--- config.mk ---
export PLATFORM = sky130hd
export DESIGN_NAME = afo_ctrl
export DESIGN_NICKNAME = d
export VERILOG_FILES = /design/src/hw/afo_ctrl.v
export VERILOG_INCLUDE_DIRS = /design/src /design/src/hw
export SDC_FILE = /design/constraint.sdc
export NUM_CORES = 1
export LEC_CHECK = 0
export BUFFER_PORTS_ARGS = -buffer_cell sky130_fd_sc_hd__buf_2
export CAP_MARGIN = 0
export CELL_PAD_IN_SITES_DETAIL_PLACEMENT = 0
export CELL_PAD_IN_SITES_GLOBAL_PLACEMENT = 1
export CORE_MARGIN = 2
export CORE_UTILIZATION = 42
export CTS_CLUSTER_DIAMETER = 200
export CTS_CLUSTER_SIZE = 20
export DETAILED_ROUTE_END_ITERATION = 16
export PLACE_DENSITY_LB_ADDON = 0.1
export SLEW_MARGIN = 5
export SYNTH_ARGS = -nofsm -noshare
export SYNTH_HDL_FRONTEND = slang
export SYNTH_SLANG_ARGS = --single-unit
--- constraint.sdc ---
create_clock -name hclk -period 5.2 [get_ports hclk]
set_clock_uncertainty 0.1 [all_clocks]
set_input_delay 0 -clock hclk [delete_from_list [all_inputs] [get_ports hclk]]
set_output_delay 0 -clock hclk [all_outputs]
set_load 0.005 [all_outputs]
--- src/hw/afo_defs.vh ---
`ifndef AFO_DEFS_VH
`define AFO_DEFS_VH
// ****************************************
// register map
// ****************************************
`define AFO_OFS_OVERFLOW 12'h010
`define AFO_OFS_TRIGSEL 12'h014
`define AFO_OFS_INTSTAT 12'h020
`define AFO_OFS_INTMASK 12'h024
// ****************************************
// fields and reset values
// ****************************************
`define AFO_NSEQ 4
`define AFO_TRIG_W 4
`define AFO_TRIGSEL_W 16
`define AFO_RST_OVERFLOW 4'h0
`define AFO_RST_TRIGSEL 16'h0000
`define AFO_RST_MASK 4'h0
`define AFO_TRIG_ALWAYS 4'hf
`define AFO_HTRANS_NONSEQ 2'b10
`endif

--- src/hw/afo_ctrl.v ---
// How it works
// - four overflow flags, one per sequencer FIFO, bits 3..0; upper bits read zero
// - writing one to a flag bit clears it; flags reset to zero
// - trigger select register picks the starting event for every sequencer
// - each sequencer has its own independent four-bit trigger field
`timescale 1ns/1ps
`default_nettype none
`include "afo_defs.vh"
module afo_ctrl (
  input wire hclk, // bus clock
  input wire hresetn, // async reset, active low
  input wire hsel, // slave select
  input wire [11:0] haddr, // byte address
  input wire [1:0] htrans, // transfer type
  input wire hwrite, // write when high
  input wire [2:0] hsize, // transfer size
  input wire hready, // bus ready in
  input wire [31:0] hwdata, // write data
  output reg [31:0] hrdata, // read data
  output reg hreadyout, // slave ready
  output reg hresp, // always okay
  input wire [3:0] seq_fifo_wr, // per-sequencer fifo write request
  input wire [3:0] seq_fifo_full, // per-sequencer fifo full
  output reg [3:0] seq_fifo_wr_ok, // write accepted by fifo
  input wire [15:0] trig_event, // event lines, each sequencer picks one of 0..14 by its 4-bit code
  output reg [3:0] seq_trigger, // selected trigger per sequencer
  output reg [15:0] trig_select, // trigger select fields
  output reg irq // level interrupt
);
  // ****************************************
  // bus front end
  // ****************************************
  reg dp_wr;
  reg dp_rd;
  reg [11:0] dp_addr;
  wire ap_valid = hsel && hready && htrans[1];
  always @(posedge hclk or negedge hresetn) begin
    if (!hresetn) begin
      dp_wr <= 1'b0;
      dp_rd <= 1'b0;
      dp_addr <= 12'h000;
    end else begin
      dp_wr <= ap_valid && hwrite;
      dp_rd <= ap_valid && !hwrite;
      if (ap_valid) begin
        dp_addr <= haddr;
      end
    end
  end
  wire wr_ovf = dp_wr && (dp_addr == `AFO_OFS_OVERFLOW);
  wire wr_trig = dp_wr && (dp_addr == `AFO_OFS_TRIGSEL);
  wire wr_mask = dp_wr && (dp_addr == `AFO_OFS_INTMASK);
  // read-to-clear acts on the address phase so the data phase sees the old value
  wire rd_stat = ap_valid && !hwrite && (haddr == `AFO_OFS_INTSTAT);
  // ****************************************
  // event input synchroniser
  // ****************************************
  // event lines come from pins and other clocks; two stages before any use
  reg [15:0] trig_meta;
  reg [15:0] trig_sync;
  always @(posedge hclk or negedge hresetn) begin
    if (!hresetn) begin
      trig_meta <= 16'h0000;
      trig_sync <= 16'h0000;
    end else begin
      trig_meta <= trig_event;
      trig_sync <= trig_meta;
    end
  end
  // ****************************************
  // overflow flags and fifo write gating
  // ****************************************
  reg [3:0] ovf;
  reg [3:0] int_stat;
  reg [3:0] int_mask;
  wire [3:0] ovf_evt = seq_fifo_wr & seq_fifo_full;
  genvar i;
  generate
    for (i = 0; i < `AFO_NSEQ; i = i + 1) begin : g_seq
      always @(posedge hclk or negedge hresetn) begin
        if (!hresetn) begin
          ovf[i] <= 1'b0;
          int_stat[i] <= 1'b0;
          seq_fifo_wr_ok[i] <= 1'b0;
          seq_trigger[i] <= 1'b0;
        end else begin
          // a new overflow in the clearing cycle wins over the clear
          if (ovf_evt[i]) begin
            ovf[i] <= 1'b1;
          end else if (wr_ovf && hwdata[i]) begin
            ovf[i] <= 1'b0;
          end
          if (ovf_evt[i]) begin
            int_stat[i] <= 1'b1;
          end else if (rd_stat) begin
            int_stat[i] <= 1'b0;
          end
          // dropped write never reaches the fifo, so stored data stays intact
          seq_fifo_wr_ok[i] <= seq_fifo_wr[i] && !seq_fifo_full[i];
          case (trig_select[i*4 +: 4])
            `AFO_TRIG_ALWAYS: seq_trigger[i] <= 1'b1;
            default: seq_trigger[i] <= trig_sync[trig_select[i*4 +: 4]];
          endcase
        end
      end
    end
  endgenerate
  // ****************************************
  // writable registers
  // ****************************************
  always @(posedge hclk or negedge hresetn) begin
    if (!hresetn) begin
      trig_select <= `AFO_RST_TRIGSEL;
      int_mask <= `AFO_RST_MASK;
      irq <= 1'b0;
    end else begin
      if (wr_trig) begin
        trig_select <= hwdata[15:0];
      end
      if (wr_mask) begin
        int_mask <= hwdata[3:0];
      end
      irq <= |(int_stat & int_mask);
    end
  end
  // ****************************************
  // read data, registered at the address phase
  // ****************************************
  reg [31:0] next_rdata;
  always @* begin
    next_rdata = 32'h00000000;
    case (haddr)
      `AFO_OFS_OVERFLOW: next_rdata = {28'h0000000, ovf};
      `AFO_OFS_TRIGSEL: next_rdata = {16'h0000, trig_select};
      `AFO_OFS_INTSTAT: next_rdata = {28'h0000000, int_stat};
      `AFO_OFS_INTMASK: next_rdata = {28'h0000000, int_mask};
      default: next_rdata = 32'h00000000;
    endcase
  end
  always @(posedge hclk or negedge hresetn) begin
    if (!hresetn) begin
      hrdata <= 32'h00000000;
      hreadyout <= 1'b1;
      hresp <= 1'b0;
    end else begin
      hreadyout <= 1'b1;
      hresp <= 1'b0;
      if (ap_valid && !hwrite) begin
        hrdata <= next_rdata;
      end
    end
  end
endmodule
`default_nettype wire

==> metrics.txt <==
Highest Clock Rate 326 MHz; startpoint types primary input; met2 Use GR 27.2%; Vias 2723; Layout Cells excl Fill 542; fraction of registers with async set or reset after synthesis 100%; setup tns final 0 ps; Final HPWL DP 5850 um; vias per cell 5.02; flop and latch count out of synthesis 96; min-delay worst type primary input to flip-flop; period utilization 59.1%; Max VDD drop 168 uV; worst path required time 5390 ps; vias in the first global route 2721; final WL 8710 um; Post-Synthesis Cell Area 0.00396 mm2; top-area cell type share of the netlist area 60.7%; Slew Viols, Final 0; power density over the cells 286 mW/mm2; clk_lat worst skew 360 ps; post-route ant nets 0; GRT busiest layer met2; Iter 0 DRT Violations 134; routability cong. 0.831; clock network power share 34.4%; # clock sinks 96; FF-to-FF path depth 5; Core Area 0.00920 mm2; unrepaired setup endpoints after global routing false; number of flops mapped to enable cells by yosys 0; area fraction in compound gates after synthesis 8.63%; clock tree from TritonCTS done; GRT Total Usage 18.0%; Setup Crit Path Kind primary input to flip-flop; WL/cell 16.1 um; port bufs 97; WP data arrival 3270 ps; Worst-Margin Slew 947 ps; final hold viol count 0; DP Cell Count 469; Die Wd 101 um; global-route wire length before repair 13900 um; synthesized instance count 272; fraction of layout cells with a size suffix above 1 37.4%; mux contribution to synthesized area 19.7%; routing usage on met1 25.8%; max_slew headroom 36.5%; P_sw 0.000374 W; crit end category flip-flop; I/O pin count 137; CTS HTree Levels 3; First-pass DRT Iterations 4; worst-path fanout max 17; maxcap violations 0; number of remaining DRC errors 0; Warnings, synthesis 0; largest family of logic cells by synthesized area multiplexers; status completed; most frequent cells in the layout 96 x dfrtp_1, 96 x buf_2, 57 x dlygate4sd3_1, 32 x mux2_2, 24 x a22o_1; total die area 0.0102 mm2; pin count of the biggest net entering global routing 58; Crit. Startpoint hwrite; Die Y 101 um; Syn Area/Cell 14.5 um2; P_int 0.00113 W; Comb pwr share 10.7%; clock slew at reported path FFs 100 ps; met3 GRT Util 4.30%; Syn-to-layout area delta 32.9%; setup violators final 0; Sw Ratio 24.8%; Tot Pwr 0.00150 W; starting density of the core 43.0%; post-synthesis xor/xnor area fraction 0%; Distinct cells, synth 35; initial antenna violation count 0; CTS max path bufs 2; Final Critical Period 3070 ps; sequential cell area fraction in the yosys report 60.7%; Post-Synth Adder-Cell Area 0%; final net count 504; Simple-Gate Fraction of Synth Area 6.13%; Flop pwr share 54.9%; main flop type after synthesis dfrtp_1; # Post-CTS Setup Buffers 0; Core Rows 35; reg2reg end ovf[3]; ANT cells 0; crit path capture hrdata[15]; top area cells in the synthesized netlist dfrtp_1 61%, mux2_2 9.1%, mux4_2 6.3%, a22o_1 5.3%, mux2i_1 4.3%; Clock Tree Root clkbuf_8; GRT overflow 0; FF-to-FF setup slack 2370 ps; CTS Buf Count 9; post-synth top area cell dfrtp_1; R2R Path Start dp_addr[9]; leakage 2.49 nW
## sequential cells by signal, indices dropped and copies added, names as in the netlist
signal	count
hrdata	16
trig_select	16
trig_meta	15
trig_sync	15
dp_addr	12
int_mask	4
int_stat	4
ovf	4
seq_fifo_wr_ok	4
seq_trigger	4
dp_wr	1
irq	1
## through the flow
stage	hold WS, ps	instance area [um2]	setup WS [ps]	utilization, %
after floorplan	-396	4020	3160	-
after global placement	-89.2	4480	2180	48.7
after detailed placement	-90.2	4480	2160	48.7
after CTS	22.9	5260	2000	57.2
after global routing	33.9	5260	1930	57.2
final	33.4	5260	2130	57.2
## synth_stat cells, types with 2 or more instances
| library cell | count |
|---|---|
| inv_1 | 3 |
| nand2_1 | 6 |
| clkbuf_1 | 9 |
| nor4bb_1 | 3 |
| nand2b_1 | 3 |
| conb_1 | 2 |
| mux2i_1 | 17 |
| nor2b_1 | 8 |
| a22o_1 | 24 |
| nor2_1 | 3 |
| mux2_2 | 32 |
| dfrtp_1 | 96 |
| or4_1 | 2 |
| mux4_2 | 11 |
| nand3_1 | 3 |
| o22ai_1 | 5 |
| buf_4 | 18 |
| a22oi_1 | 2 |
| a211oi_1 | 2 |
| o21ai_0 | 6 |
| a21oi_1 | 3 |
## final cells by class
class	count	area, um2
Timing Repair Buffer	155	1070
Tap cell	111	139
Multi-Input combinational cell	161	1430
Clock inverter	6	75.1
Fill cell	766	3940
Sequential cell	96	2400
Clock buffer	10	138
Inverter	3	11.3
## critical path, stage by stage
cell and delay [ps]:
dlygate4sd3_1 540, buf_2 120, nand4b_1 800, or4_4 820
nor3_2 740, a22o_1 240
## power groups by stage
stage | Clock, W | Combinational (W) | Sequential [W]
after floorplan | 0 | 0.0000833 | 0.000826
after global placement | 0 | 0.000129 | 0.000839
after detailed placement | 0 | 0.000131 | 0.000841
after CTS | 0.000533 | 0.000164 | 0.000826
after global routing | 0.000568 | 0.000181 | 0.000834
final | 0.000518 | 0.000161 | 0.000826
## cells by family (layout without fill, tap and decap cells)
kind of cell,Yosys count,after routing
other cells,2,18
flops,96,96
buf+inv,31,174
mux,60,60
compound gates,45,45
simple gates,38,38
## metal layers
layer | vias to the layer above | wire length (um)
met5 | - | 0
met4 | 0 | 97
met3 | 12 | 391
met2 | 72 | 4060
met1 | 1365 | 4160
li1 | 1274 | -
## worst min path at each step
stage	slack, ps	end	startpoint	cells past startpoint
floorplan	-400	dp_addr[0]	hresetn	0
global placement	-90	seq_fifo_wr_ok[3]	hresetn	1
detailed placement	-90	seq_fifo_wr_ok[3]	hresetn	1
CTS	20	dp_addr[2]	haddr[2]	3
global route	30	dp_addr[2]	haddr[2]	3
finish	30	dp_addr[2]	haddr[2]	3
## what timing repair did
item                                   in CTS  in global routing
setup endpoints to repair                   0                  0
endpoints found under the hold margin      98                  0
gates resized for setup                     0                  0
hold buffers                               57                  0
(Power assumes the default switching activity.)
